==> src/core/ufb_pkg.sv <==
// Shared constants for the flow-control and bypass block.
// Assumes a single clock domain and byte-wide FIFO data.
package ufb_pkg;
   localparam int UFB_DATA_W = 8;
   localparam int UFB_DEPTH = 64;
   localparam int UFB_CNT_W = 7;
   localparam int UFB_BUF_DEPTH = 8;
   localparam logic [8:0] UFB_BYPASS_ADDR = 9'h140;
   localparam logic [8:0] UFB_MCR_WR_ADDR = 9'h130;
   localparam int UFB_SCR_BYPASS_BIT = 7;
   localparam int UFB_MCR_ACTS_BIT = 5;
   localparam int UFB_MCR_RTS_BIT = 1;
   localparam int UFB_FCR_ARTS_BIT = 4;
   localparam int UFB_FCR_EXT_BIT = 5;
   localparam logic [6:0] UFB_DEPTH_16 = 7'h10;
   localparam logic [6:0] UFB_DEPTH_64 = 7'h40;
   localparam logic [6:0] UFB_RTS_LVL_16 = 7'h0e;
   localparam logic [6:0] UFB_RTS_LVL_64 = 7'h38;
   localparam logic [6:0] UFB_TRIG_64_0 = 7'h01;
   localparam logic [6:0] UFB_TRIG_64_1 = 7'h10;
   localparam logic [6:0] UFB_TRIG_64_2 = 7'h20;
   localparam logic [6:0] UFB_TRIG_64_3 = 7'h38;
   localparam logic [6:0] UFB_TRIG_16_0 = 7'h01;
   localparam logic [6:0] UFB_TRIG_16_1 = 7'h04;
   localparam logic [6:0] UFB_TRIG_16_2 = 7'h08;
   localparam logic [6:0] UFB_TRIG_16_3 = 7'h0e;
endpackage

==> src/core/ufb_stream_if.sv <==
// Valid/ready stream of W-bit words between the block's own modules.
// Assumes both ends share clk_i.
`timescale 1ns/1ps
interface ufb_stream_if #(parameter int W = 8);
   logic valid;
   logic ready;
   logic [W-1:0] data;
   modport src (output valid, output data, input ready);
   modport snk (input valid, input data, output ready);
endinterface

==> src/core/ufb_fifo.sv <==
// Parameterised synchronous FIFO with valid/ready on both sides.
// Assumes one clock and a synchronous active-high reset.
`timescale 1ns/1ps
module ufb_fifo #(
   parameter int W = 8,
   parameter int DEPTH = 8
) (
   input wire logic clk_i,
   input wire logic rst_i,
   input wire logic flush_i,
   ufb_stream_if.snk in_s,
   ufb_stream_if.src out_s,
   output logic [$clog2(DEPTH):0] count_o
);
   localparam int AW = $clog2(DEPTH);
   logic [W-1:0] mem [DEPTH];
   logic [AW-1:0] rd_ptr, wr_ptr, next_rd_ptr, next_wr_ptr;
   logic [AW:0] cnt, next_cnt;
   logic push, pop;

   assign in_s.ready = (cnt != (AW+1)'(DEPTH));
   assign out_s.valid = (cnt != '0);
   assign out_s.data = mem[rd_ptr];
   assign count_o = cnt;
   assign push = in_s.valid && in_s.ready;
   assign pop = out_s.valid && out_s.ready;

   always_comb
   begin
      next_wr_ptr = push ? AW'(wr_ptr + 1'b1) : wr_ptr;
      next_rd_ptr = pop ? AW'(rd_ptr + 1'b1) : rd_ptr;
      next_cnt = cnt;
      if (push && !pop)
      begin
         next_cnt = cnt + 1'b1;
      end
      else if (pop && !push)
      begin
         next_cnt = cnt - 1'b1;
      end
      if (flush_i)
      begin
         next_wr_ptr = '0;
         next_rd_ptr = '0;
         next_cnt = '0;
      end
   end

   always_ff @(posedge clk_i)
   begin
      if (rst_i)
      begin
         wr_ptr <= '0;
         rd_ptr <= '0;
         cnt <= '0;
      end
      else
      begin
         wr_ptr <= next_wr_ptr;
         rd_ptr <= next_rd_ptr;
         cnt <= next_cnt;
      end
   end

   always_ff @(posedge clk_i)
   begin
      if (push && !flush_i)
      begin
         mem[wr_ptr] <= in_s.data;
      end
   end
endmodule

==> src/core/ufb_ctrl.sv <==
// Flow control and serial bypass logic around a FIFO UART core.
// Assumes the serial engines, FIFO storage and host register file sit
// outside and exchange plain strobes with this block on clk_i.
// Assumes subsystem strobes last one cycle and the receive FIFO count
// is already settled in the cycle it is presented.
// Function
// - Control bit 7 selects parallel bypass
// - Bypass write at 0x140 pushes receive FIFO
// - Bypass read at 0x140 pops transmit FIFO
// - Bypass masks parity, framing, break interrupts
// - CTS high: finish character, then stop
// - CTS low again: transmission resumes
// - Auto-CTS leaves interrupts unchanged
// - Auto-RTS needs FIFO bit 4, extend low
// - RTS threshold independent of trigger level
// - 16-byte mode: clear RTS at 14
// - Cleared RTS bit drives RTS high
// - 64-byte mode: clear RTS at 56
// - Data-available interrupt still at trigger
// - Interrupts same with or without auto-RTS
// - Bit 5 depth, bit 4 auto-RTS, extend gates
// - 64-byte trigger levels 1/16/32/56
// - Reset clears bypass enable
`timescale 1ns/1ps
module ufb_ctrl
   import ufb_pkg::*;
#(
   parameter int DW = UFB_DATA_W,
   parameter int BUF_DEPTH = UFB_BUF_DEPTH
) (
   input wire logic clk_i,
   input wire logic rst_i,
   input wire logic extend_disable_i,
   // Subsystem side.
   input wire logic [8:0] sub_addr_i,
   input wire logic sub_wr_i,
   input wire logic sub_rd_i,
   input wire logic [DW-1:0] sub_wdata_i,
   output logic [DW-1:0] sub_rdata_o,
   output logic sub_rvalid_o,
   input wire logic [7:0] scr_wdata_i,
   input wire logic scr_wr_i,
   output logic bypass_o,
   // Host side.
   input wire logic [7:0] fcr_wdata_i,
   input wire logic fcr_wr_i,
   input wire logic mcr_rts_set_i,
   input wire logic mcr_rts_clr_i,
   output logic auto_cts_o,
   output logic auto_rts_o,
   output logic depth64_o,
   output logic [6:0] trigger_level_o,
   // Serial receiver.
   input wire logic ser_rx_valid_i,
   input wire logic [DW-1:0] ser_rx_data_i,
   input wire logic ser_rx_pe_i,
   input wire logic ser_rx_fe_i,
   input wire logic ser_rx_bi_i,
   output logic ser_rx_ready_o,
   // Receive FIFO write port and its fill level.
   output logic rxf_push_o,
   output logic [DW-1:0] rxf_data_o,
   output logic [2:0] rxf_err_o,
   input wire logic rxf_full_i,
   input wire logic [UFB_CNT_W-1:0] rxf_count_i,
   output logic rx_avail_irq_o,
   output logic rx_err_irq_o,
   // Transmit FIFO read port.
   input wire logic txf_valid_i,
   input wire logic [DW-1:0] txf_data_i,
   output logic txf_pop_o,
   // Serial transmitter.
   input wire logic cts_n_i,
   input wire logic tx_busy_i,
   input wire logic tx_char_done_i,
   output logic tx_start_o,
   output logic [DW-1:0] tx_data_o,
   output logic rts_n_o
);
   // =====================================================================
   // Subsystem address decode
   // =====================================================================
   // Only the two addresses owned by this block are decoded here; the
   // rest of the subsystem map is handled outside.
   logic at_byp_addr;
   logic at_mcr_addr;

   function automatic logic sub_hit(
      input logic [8:0] a,
      input logic [8:0] want
   );
      return a == want;
   endfunction

   assign at_byp_addr = sub_hit(sub_addr_i, UFB_BYPASS_ADDR);
   assign at_mcr_addr = sub_hit(sub_addr_i, UFB_MCR_WR_ADDR);

   // =====================================================================
   // Configuration state
   // =====================================================================
   logic bypass, next_bypass;
   logic acts, next_acts;
   logic [7:0] fifo_control_reg, next_fcr;
   logic rts_bit, next_rts_bit;
   logic ext_ok;
   logic [6:0] rts_level;
   logic rts_hit;

   function automatic logic [6:0] trig_of(input logic [1:0] code, input logic deep);
      logic [6:0] lv;
      lv = UFB_TRIG_16_0;
      unique case (code)
         2'h0: lv = deep ? UFB_TRIG_64_0 : UFB_TRIG_16_0;
         2'h1: lv = deep ? UFB_TRIG_64_1 : UFB_TRIG_16_1;
         2'h2: lv = deep ? UFB_TRIG_64_2 : UFB_TRIG_16_2;
         2'h3: lv = deep ? UFB_TRIG_64_3 : UFB_TRIG_16_3;
      endcase
      return lv;
   endfunction

   assign ext_ok = !extend_disable_i;
   assign depth64_o = fifo_control_reg[UFB_FCR_EXT_BIT] && ext_ok;
   assign auto_rts_o = fifo_control_reg[UFB_FCR_ARTS_BIT] && ext_ok;
   assign trigger_level_o = trig_of(fifo_control_reg[7:6], depth64_o);
   // The stop level is a fixed compare, not the programmed trigger.
   assign rts_level = depth64_o ? UFB_RTS_LVL_64 : UFB_RTS_LVL_16;
   assign rts_hit = auto_rts_o && (rxf_count_i >= rts_level);
   assign bypass_o = bypass;
   assign auto_cts_o = acts;
   assign rts_n_o = !rts_bit;

   always_comb
   begin
      next_bypass = bypass;
      next_acts = acts;
      next_fcr = fifo_control_reg;
      next_rts_bit = rts_bit;
      if (scr_wr_i)
      begin
         next_bypass = scr_wdata_i[UFB_SCR_BYPASS_BIT];
      end
      if (sub_wr_i && at_mcr_addr)
      begin
         next_acts = sub_wdata_i[UFB_MCR_ACTS_BIT];
      end
      if (fcr_wr_i)
      begin
         next_fcr = fcr_wdata_i;
      end
      // Host sets the bit back after draining; no automatic reassert.
      if (mcr_rts_clr_i)
      begin
         next_rts_bit = 1'b0;
      end
      else if (mcr_rts_set_i)
      begin
         next_rts_bit = 1'b1;
      end
      // Hardware clear wins over a host set in the same cycle.
      if (rts_hit)
      begin
         next_rts_bit = 1'b0;
      end
   end

   always_ff @(posedge clk_i)
   begin
      if (rst_i)
      begin
         bypass <= 1'b0;
         acts <= 1'b0;
         fifo_control_reg <= 8'h00;
         rts_bit <= 1'b0;
      end
      else
      begin
         bypass <= next_bypass;
         acts <= next_acts;
         fifo_control_reg <= next_fcr;
         rts_bit <= next_rts_bit;
      end
   end

   // =====================================================================
   // Receive path: serial or parallel source into the receive FIFO
   // =====================================================================
   // The small staging buffer lets a bypass write land even while the
   // receive FIFO is momentarily full; when it fills, the serial source stalls.
   // The subsystem has no ready, so a bypass write into a full staging
   // buffer is lost; software must pace its writes against the fill level.
   ufb_stream_if #(.W(DW + 3)) rx_in ();
   ufb_stream_if #(.W(DW + 3)) rx_out ();
   logic byp_wr;

   assign byp_wr = bypass && sub_wr_i && at_byp_addr;
   assign rx_in.valid = bypass ? byp_wr : ser_rx_valid_i;
   // Parallel bytes carry no line errors, so those interrupts stay quiet.
   assign rx_in.data = bypass ? {3'h0, sub_wdata_i} :
      {ser_rx_bi_i, ser_rx_fe_i, ser_rx_pe_i, ser_rx_data_i};
   assign ser_rx_ready_o = !bypass && rx_in.ready;
   assign rx_out.ready = !rxf_full_i;

   ufb_fifo #(.W(DW + 3), .DEPTH(BUF_DEPTH)) u_rx_buf (
      .clk_i(clk_i),
      .rst_i(rst_i),
      .flush_i(1'b0),
      .in_s(rx_in),
      .out_s(rx_out),
      .count_o()
   );

   logic [DW-1:0] rx_data_q, next_rx_data_q;
   logic [2:0] rx_err_q, next_rx_err_q;
   logic rx_push_q, next_rx_push_q;
   logic err_irq_q, next_err_irq_q;
   logic rx_take;

   assign rx_take = rx_out.valid && rx_out.ready;

   always_comb
   begin
      next_rx_push_q = rx_take;
      next_rx_data_q = rx_out.data[DW-1:0];
      next_rx_err_q = rx_out.data[DW+2:DW];
      next_err_irq_q = next_rx_push_q && (|rx_out.data[DW+2:DW]);
   end

   always_ff @(posedge clk_i)
   begin
      if (rst_i)
      begin
         rx_push_q <= 1'b0;
         rx_data_q <= '0;
         rx_err_q <= 3'h0;
         err_irq_q <= 1'b0;
      end
      else
      begin
         rx_push_q <= next_rx_push_q;
         rx_data_q <= next_rx_data_q;
         rx_err_q <= next_rx_err_q;
         err_irq_q <= next_err_irq_q;
      end
   end

   assign rxf_push_o = rx_push_q;
   assign rxf_data_o = rx_data_q;
   assign rxf_err_o = rx_err_q;
   assign rx_err_irq_o = err_irq_q;
   // Flow control modes do not enter this term.
   assign rx_avail_irq_o = (rxf_count_i >= trigger_level_o);

   // =====================================================================
   // Transmit path: FIFO to serial engine or to subsystem reads
   // =====================================================================
   typedef enum {UFB_TX_IDLE, UFB_TX_SEND} ufb_tx_e;
   ufb_tx_e tx_st, next_tx_st;
   logic tx_go;
   logic byp_rd;
   logic [DW-1:0] rdata_q, next_rdata_q;
   logic rvalid_q, next_rvalid_q;
   logic [DW-1:0] txd_q, next_txd_q;
   logic txs_q, next_txs_q;

   logic tx_idle;
   logic cts_block;

   assign byp_rd = bypass && sub_rd_i && at_byp_addr && txf_valid_i;
   // Auto-CTS only gates the start of a character, so a stop request
   // that arrives mid-character lets that character run to its end.
   assign cts_block = acts && cts_n_i;
   assign tx_idle = (tx_st == UFB_TX_IDLE) && !tx_busy_i;
   assign tx_go = !bypass && tx_idle && txf_valid_i && !cts_block;
   assign txf_pop_o = byp_rd || tx_go;

   always_comb
   begin
      next_tx_st = tx_st;
      next_rdata_q = rdata_q;
      next_rvalid_q = byp_rd;
      next_txd_q = txd_q;
      next_txs_q = tx_go;
      if (byp_rd)
      begin
         next_rdata_q = txf_data_i;
      end
      unique case (tx_st)
         UFB_TX_IDLE:
         begin
            if (tx_go)
            begin
               next_txd_q = txf_data_i;
               next_tx_st = UFB_TX_SEND;
            end
         end
         UFB_TX_SEND:
         begin
            // The current character always completes, whatever CTS does.
            if (tx_char_done_i)
            begin
               next_tx_st = UFB_TX_IDLE;
            end
         end
      endcase
   end

   always_ff @(posedge clk_i)
   begin
      if (rst_i)
      begin
         tx_st <= UFB_TX_IDLE;
         rdata_q <= '0;
         rvalid_q <= 1'b0;
         txd_q <= '0;
         txs_q <= 1'b0;
      end
      else
      begin
         tx_st <= next_tx_st;
         rdata_q <= next_rdata_q;
         rvalid_q <= next_rvalid_q;
         txd_q <= next_txd_q;
         txs_q <= next_txs_q;
      end
   end

   assign sub_rdata_o = rdata_q;
   assign sub_rvalid_o = rvalid_q;
   assign tx_data_o = txd_q;
   assign tx_start_o = txs_q;
endmodule

==> config.mk <==
export PLATFORM = sky130hd
export DESIGN_NAME = ufb_ctrl
export DESIGN_NICKNAME = d
export VERILOG_FILES = /design/src/core/ufb_pkg.sv /design/src/core/ufb_stream_if.sv /design/src/core/ufb_fifo.sv /design/src/core/ufb_ctrl.sv
export SDC_FILE = /design/constraint.sdc
export NUM_CORES = 1
export LEC_CHECK = 0
export BUFFER_PORTS_ARGS = -buffer_cell sky130_fd_sc_hd__buf_2
export CAP_MARGIN = 20
export CORE_UTILIZATION = 54
export CTS_BUF_LIST = sky130_fd_sc_hd__clkbuf_4 sky130_fd_sc_hd__clkbuf_8 sky130_fd_sc_hd__clkbuf_16
export DETAILED_ROUTE_END_ITERATION = 10
export PLACE_DENSITY = 0.9
export REMOVE_ABC_BUFFERS = 1
export SLEW_MARGIN = 20
export SYNTH_ARGS = -nofsm -noshare
export SYNTH_HDL_FRONTEND = slang
export SYNTH_SLANG_ARGS = --single-unit
export TNS_END_PERCENT = 30
==> constraint.sdc <==
create_clock -name clk_i -period 3.7 [get_ports clk_i]
set_clock_uncertainty 0.2 [all_clocks]
set_input_delay 1.11 -clock clk_i [delete_from_list [all_inputs] [get_ports clk_i]]
set_output_delay 1.11 -clock clk_i [all_outputs]
set_load 0.01 [all_outputs]
==> qor.yml, run 1 <==
status:
  outcome: "finished, violations left"
  violations_in_the_final_reports: "negative setup slack"
critical_path:
  critPathMaxStageDelay_ns: 0.19
  path_depth: 11
  critPathCaptureType: "output pin"
  timing.reg2reg.worst_path_depth: 10
  worst_path_dominant_cell_family: "compound AO/OA/AOI/OAI gates"
  timing.critical_path.slowest_stage_cell: "ha_4"
  worst_path_most_repeated_cell: "a21o_1"
  worstSetupStartpointType: "input pin"
  r2r_end: "u_rx_buf.count_o[3]"
  worst-endpoint-arrival_ns: 2.40
  launch_point_of_the_worst_reg_to_reg_path: "u_rx_buf.count_o[0]"
  timing.critical_path.to: "rx_avail_irq_o"
  cp.buffers_inverters: 3
  reg2reg_setup_slack_ns: 0.92
  worstPathCellList: "buf_6 > nand2b_4 > nand2_4 > inv_2 > nand2_2 > ha_4 > a21o_1 > a21o_1 > a21oi_2 > o21ai_1 > buf_2"
  path_max_fanout: 2
  critical_path_required_ns: 2.39
  setup.worst_path.class: "in2out"
  worstSetupStartpoint: "extend_disable_i"
power_and_ir_drop:
  power.share.clock_pct: 36.7
  max-vdd-ir-drop_uv: 526.9
  power_density_nw_per_um2: 612.7
  power.share.switching_pct: 26.55
  switching_power_w: 0.001159
  internal_power_w: 0.003206
  power.share.sequential_pct: 44.4
  combPwrFrac_pct: 18.9
  total_power_w: 0.004365
  cellLeakagePower_nw: 2.931
floorplan:
  ios: 120
  design.core.area_um2: 10230
  die_y_um: 104.4
  design.die.area_um2: 10910
  die_wd_um: 104.4
  rows: 37
  initial_utilization_pct: 55.37
global_routing:
  groute.usage.overall_pct: 22.87
  antenna_violations_before_repair: 0
  largest_net_degree_at_the_start_of_global_routing: 51
  grt_first_pass_wirelength_um: 18570
  global_route.overflow_total: 0
  via_count_of_the_first_global_routing_pass: 3672
yosys:
  synth_async_sr_flop_share_pct: 0
  flip_flop_and_latch_count_after_synthesis: 140
  syn_area_um2: 5665
  synth_seq_area_share_pct: 65.02
  synth.lib_cells_used.distinct: 42
  ys_warn_count: 0
  synthFlopType: "edfxtp_1"
  synth_cells: 376
  synth_enable_flop_cells: 88
  synth.avg_cell_area_um2: 15.07
cts:
  ctsHoldBuffers: 0
  tritoncts: "yes"
  clk-insertion-delay-late_ns: 0.51
  tritoncts_num_sinks: 140
  cts-root-buf: "clkbuf_8"
  clock_tree.buffer_depth: 2
  clkSlewWorstSetupHoldPaths_ns: 0.06
  cts_htree_levels: 4
  cts-buffers-inserted: 17
cells_and_area:
  flow.area_growth_from_synthesis_pct: 25.73
  layout-drive-gt1-share_pct: 41.49
  nFillCells: 669
  layout_commonest_cell: "buf_2"
  largest_register: "u_rx_buf.mem"
  seqCellArea_um2: 3684
  largest_register_ff_count: 88
  layout.nets: 600
  footprint_of_the_multi_input_gates_um2: 1911
  layout.cells.most_common_list: "buf_2, edfxtp_1, nor2_1, dfxtp_1, mux2i_1"
  n_antenna_cell: 0
  finalNonFillerCells: 659
detailed_routing:
  detailroute.via_count: 3570
  drc_errors_left: 0
  detail_route.wirelength_um: 11850
  route.detailed.vias_per_inst: 5.417
  routedWlPerCell_um: 17.98
  detail_route.first_pass.iterations: 4
  drt_iter0_drc: 250
  detail-route-antenna-nets: 0
placed_design:
  routabilityCongestion: 0.9486
  place.port_buffers: 107
  place.detailed.hpwl_um: 7868
  preCtsSetupSlack_ns: -0.1204
  placed_cells_incl_taps: 625
timing:
  setup_viol: 1
  slew_limit_headroom_pct: 38.52
  unrepaired_setup_endpoints_after_global_routing: "yes"
  post_route_setup_slack_ns: -0.01018
  hold_viol_final: 0
  timing.setup.tns_ns: -0.01018
  timing_max_transition_violations_final: 0
  tightestPinTransition_ns: 0.9222
  fmax_mhz: 269.5
  layout_min_cycle_time_ns: 3.710
  post-route-period-util_pct: 100.3
worst_hold_path:
  holdCritPathClass: "reg2reg"
run:
  reported_max_cap_violation_count: 0
## per-layer routing
| metal | vias to the layer above | track usage [%] | wire, µm | share of wire, % |
|---|---|---|---|---|
| met4 | 0 | 8.163 | 272 | 2.3 |
| met1 | 1713 | 28.21 | 4889 | 41 |
| met5 | - | 0 | 0 | 0 |
| met2 | 177 | 38.88 | 5912 | 50 |
| met3 | 24 | 5.952 | 774 | 6.5 |
| li1 | 1656 | - | - | - |
## kinds of logic (layout without fill, tap and decap cells)
family	count (synthesis)	count (layout)	synth area share, %
and+or+nand+nor	94	94	8.547
other	1	1	0.06619
AOI/OAI and AO/OA	22	22	2.628
adders and majority gates	16	16	3.666
xor gates and xnor gates	7	7	1.082
DFF	140	140	65.02
buffers and inverters	31	178	2.474
muxes	65	65	16.52
## power by group through the flow
stage / Combinational (W) / Sequential (W) / Clock (W)
after floorplan: 0.000516 / 0.00199 / 0
after global placement: 0.000775 / 0.00196 / 0
after detailed placement: 0.000809 / 0.00197 / 0
after CTS: 0.000827 / 0.00194 / 0.00162
after global routing: 0.000902 / 0.00196 / 0.00169
final: 0.000824 / 0.00194 / 0.00160
## final cells by class
type	instances	share of cell area [%]
flip-flops and latches	140	51.71
multi-input cells	205	26.82
repair buffers	133	10.40
clock buffers	18	5.920
well taps	136	2.389
clock inverters	14	2.073
inverters	13	0.6851
## synthesized netlist by cell type, types with 7 or more instances
cell	count	area share [%]
mux2i_1	35	6.2
nor2_1	53	3.5
inv_1	13	0.86
mux2_2	8	1.6
mux4_2	22	8.7
edfxtp_1	88	47
nand2_1	14	0.93
dfxtp_1	52	18
a21oi_1	7	0.62
ha_1	15	3.3
clkbuf_1	8	0.53
## per-stage QoR
| step | util, % | hold WS (ns) | area, µm² |
|---|---|---|---|
| after detailed placement | 63.14 | 0.2780 | 6460 |
| after global routing | 69.62 | 0.3079 | 7123 |
| after global placement | 63.14 | 0.2583 | 6460 |
| final | 69.62 | 0.2904 | 7123 |
| after floorplan | - | 0.2435 | 5574 |
| after CTS | 69.11 | 0.2876 | 7071 |
## worst min-delay path, cell delays in order (launching register included)
cell and delay, ns:
dfxtp_1 0.32, mux2i_1 0.07, nor2_1 0.07
## worst min path at each step
| stage | start | endpoint | cells after the start |
|---|---|---|---|
| 3_3_place_gp | tx_st[0] | tx_st[0] | 2 |
| 5_1_grt | tx_st[0] | tx_st[0] | 2 |
| 2_1_floorplan | tx_st[0] | tx_st[0] | 2 |
| 3_5_place_dp | tx_st[0] | tx_st[0] | 2 |
| 6_report | tx_data_o[1] | tx_data_o[1] | 2 |
| 4_1_cts | tx_st[0] | tx_st[0] | 2 |
## timing repair
action | 4_1_cts | 5_1_grt
endpoints found under the hold margin | 0 | 0
buffers inserted | 1 | 1
gates resized for setup | 8 | 10
setup endpoints to repair | 1 | 1
pin swaps | 4 | 0
cloned | 0 | 0
(Power assumes the default switching activity.)
==> run 2, diff against run 1 <==
Settings changed: BUFFER_PORTS_ARGS -buffer_cell sky130_fd_sc_hd__buf_2 to -buffer_cell sky130_fd_sc_hd__buf_4, CORE_UTILIZATION 54 to 49, PLACE_DENSITY 0.9 to 0.87.
Clock period 3.7 ns to 3 ns, I/O delays scaled along.
==> qor.yml, run 2 (synthesis gave the netlist of run 1 again) <==
global_routing:
  via_count_of_the_first_global_routing_pass: 3631  # was 3672
  grt_first_pass_wirelength_um: 18360  # was 18570 µm
  global_route.overflow_total: 0  # unchanged
  largest_net_degree_at_the_start_of_global_routing: 51  # unchanged
  antenna_violations_before_repair: 0  # unchanged
  groute.usage.overall_pct: 21.91  # was 22.87%
critical_path:
  critPathCaptureType: "output pin"  # unchanged
  worst-endpoint-arrival_ns: 2.23  # was 2.40 ns
  reg2reg_setup_slack_ns: 0.37  # was 0.92 ns
  timing.critical_path.to: "rx_avail_irq_o"  # unchanged
  path_max_fanout: 2  # unchanged
  critical_path_required_ns: 1.90  # was 2.39 ns
  worstSetupStartpoint: "extend_disable_i"  # unchanged
  timing.reg2reg.worst_path_depth: 11  # was 10
  r2r_end: "u_rx_buf.count_o[3]"  # unchanged
  setup.worst_path.class: "in2out"  # unchanged
  worstSetupStartpointType: "input pin"  # unchanged
  launch_point_of_the_worst_reg_to_reg_path: "bypass_o"  # was u_rx_buf.count_o[0]
cells_and_area:
  layout.cells.most_common_list: "buf_4, edfxtp_1, nor2_1, dfxtp_1, mux2i_1"  # was buf_2, edfxtp_1, nor2_1, dfxtp_1, mux2i_1
  nFillCells: 742  # was 669
  n_antenna_cell: 0  # unchanged
  fin_util_pct: 67.82  # was 69.62%
  layout.nets: 611  # was 600
  seqCellArea_um2: 3684  # unchanged
  largest_register_ff_count: 88  # unchanged
  layout_commonest_cell: "buf_4"  # was buf_2
  layout-drive-gt1-share_pct: 42.51  # was 41.49%
  largest_register: "u_rx_buf.mem"  # unchanged
  flow.area_growth_from_synthesis_pct: 32.04  # was 25.73%
  footprint_of_the_multi_input_gates_um2: 1917  # was 1911 µm²
power_and_ir_drop:
  power.share.switching_pct: 26.03  # was 26.55%
  power_density_nw_per_um2: 734.4  # was 612.7 nW/µm²
  switching_power_w: 0.001430  # was 0.001159 W
  power.share.clock_pct: 34.9  # was 36.7%
  power.share.sequential_pct: 43.4  # was 44.4%
  combPwrFrac_pct: 21.6  # was 18.9%
  internal_power_w: 0.004064  # was 0.003206 W
  cellLeakagePower_nw: 3.058  # was 2.931 nW
  max-vdd-ir-drop_uv: 424.7  # was 526.9 µV
  total_power_w: 0.005494  # was 0.004365 W
cts:
  clkSlewWorstSetupHoldPaths_ns: 0.05  # was 0.06 ns
  clk-insertion-delay-late_ns: 0.41  # was 0.51 ns
  cts-root-buf: "clkbuf_16"  # was clkbuf_8
  cts-buffers-inserted: 17  # unchanged
  cts_htree_levels: 4  # unchanged
  clock_tree.buffer_depth: 2  # unchanged
  tritoncts_num_sinks: 140  # unchanged
  tritoncts: "yes"  # unchanged
timing:
  setup_viol: 1  # unchanged
  tightestPinTransition_ns: 0.7169  # was 0.9222 ns
  timing.setup.tns_ns: -0.3339  # was -0.01018 ns
  hold_slack_ns: 0.2859  # was 0.2904 ns
  hold_viol_final: 0  # unchanged
  unrepaired_setup_endpoints_after_global_routing: "yes"  # unchanged
  slew_limit_headroom_pct: 52.14  # was 38.52%
  layout_min_cycle_time_ns: 3.334
  post-route-period-util_pct: 111.1
  post_route_setup_slack_ns: -0.3339  # was -0.01018 ns
  fmax_mhz: 299.9
  timing_max_transition_violations_final: 0  # unchanged
status:
  outcome: "finished, violations left"  # unchanged
  violations_in_the_final_reports: "negative setup slack"  # unchanged
placed_design:
  place.port_buffers: 107  # unchanged
  place.detailed.hpwl_um: 8402  # was 7868 µm
  preCtsSetupSlack_ns: -0.4483  # was -0.1204 ns
  routabilityCongestion: 0.7789  # was 0.9486
detailed_routing:
  detailroute.via_count: 3629  # was 3570
  detail_route.first_pass.iterations: 4  # unchanged
  detail-route-antenna-nets: 0  # unchanged
  drc_errors_left: 0  # unchanged
  drt_iter0_drc: 218  # was 250
  routedWlPerCell_um: 18.74  # was 17.98 µm
  route.detailed.vias_per_inst: 5.384  # was 5.417
  detail_route.wirelength_um: 12630  # was 11850 µm
floorplan:
  initial_utilization_pct: 51.36  # was 55.37%
  ios: 120  # unchanged
  die_y_um: 109.5  # was 104.4 µm
  design.die.area_um2: 12000  # was 10910 µm²
  die_wd_um: 109.5  # was 104.4 µm
  design.core.area_um2: 11030  # was 10230 µm²
  rows: 38  # was 37
run:
  reported_max_cap_violation_count: 0  # unchanged
worst_hold_path:
  holdCritPathClass: "reg2reg"  # unchanged
==> run 2: changes by cell type in the layout (fill, tap and decap cells not counted), moves of 2 or more <==
cell      previous run  this run
buf_4               25       141
nand2_1             10        12
nand2_2              4         1
buf_2              106         0
clkinv_4             4         2
clkinv_2             2         5
inv_2                2         0
==> run 2: layout make-up <==
class                   count  area share, %
well taps                 140          2.342
inverters                  13         0.6857
multi-input cells         205          25.62
clock buffers              20          6.071
clock inverters            12          1.321
flip-flops and latches    140          49.24
repair buffers            144          14.72
==> run 2: layer usage <==
layer / vias up / part of all wire [%] / GRT usage (%)
li1: 1673 / - / -
met2: 149 / 55 / 38.63
met4: 0 / 1.6 / 9.905
met3: 15 / 6.2 / 6.165
met5: - / 0 / 0
met1: 1792 / 37 / 24.64
==> run 2: repair_timing <==
item                       in CTS  in global routing
setup endpoints to repair       1                  2
setup buffers                   2                  0
gates resized for setup        13                  5
pin swaps                       6                  7
hold buffers                    0                  0
==> run 2: critical path, cell delays in order <==
cell	delay, ns
buf_6	0.07
nand2b_4	0.13
nand2_4	0.07
inv_4	0.08
nand2_4	0.06
ha_4	0.25
a21o_1	0.14
a21o_1	0.18
a21oi_2	0.14
o21ai_1	0.07
buf_4	0.14
==> run 2: how the worst min path moves through the flow <==
stage,startpoint,endpoint,cells past startpoint
final,tx_st[0],tx_st[0],2
after global routing,sub_rdata_o[4],sub_rdata_o[4],2
after CTS,tx_st[0],tx_st[0],2
after detailed placement,tx_st[0],tx_st[0],2
after global placement,tx_st[0],tx_st[0],2
after floorplan,tx_st[0],tx_st[0],2
==> run 2: stage by stage <==
| step | std cells | cell area (µm²) |
|---|---|---|
| finish | 674 | 7481 |
| global route | 674 | 7481 |
| CTS | 674 | 7462 |
| detailed placement | 640 | 6828 |
| global placement | 640 | 6828 |
| floorplan | 358 | 5574 |
==> run 2: power groups by stage <==
stage                     combinational (W)  sequential [W]  clock (W)
after floorplan                    0.000636         0.00245          0
after global placement              0.00111         0.00241          0
after global routing                0.00129         0.00241    0.00205
after CTS                           0.00117         0.00239    0.00195
final                               0.00119         0.00239    0.00192
after detailed placement            0.00115         0.00242          0
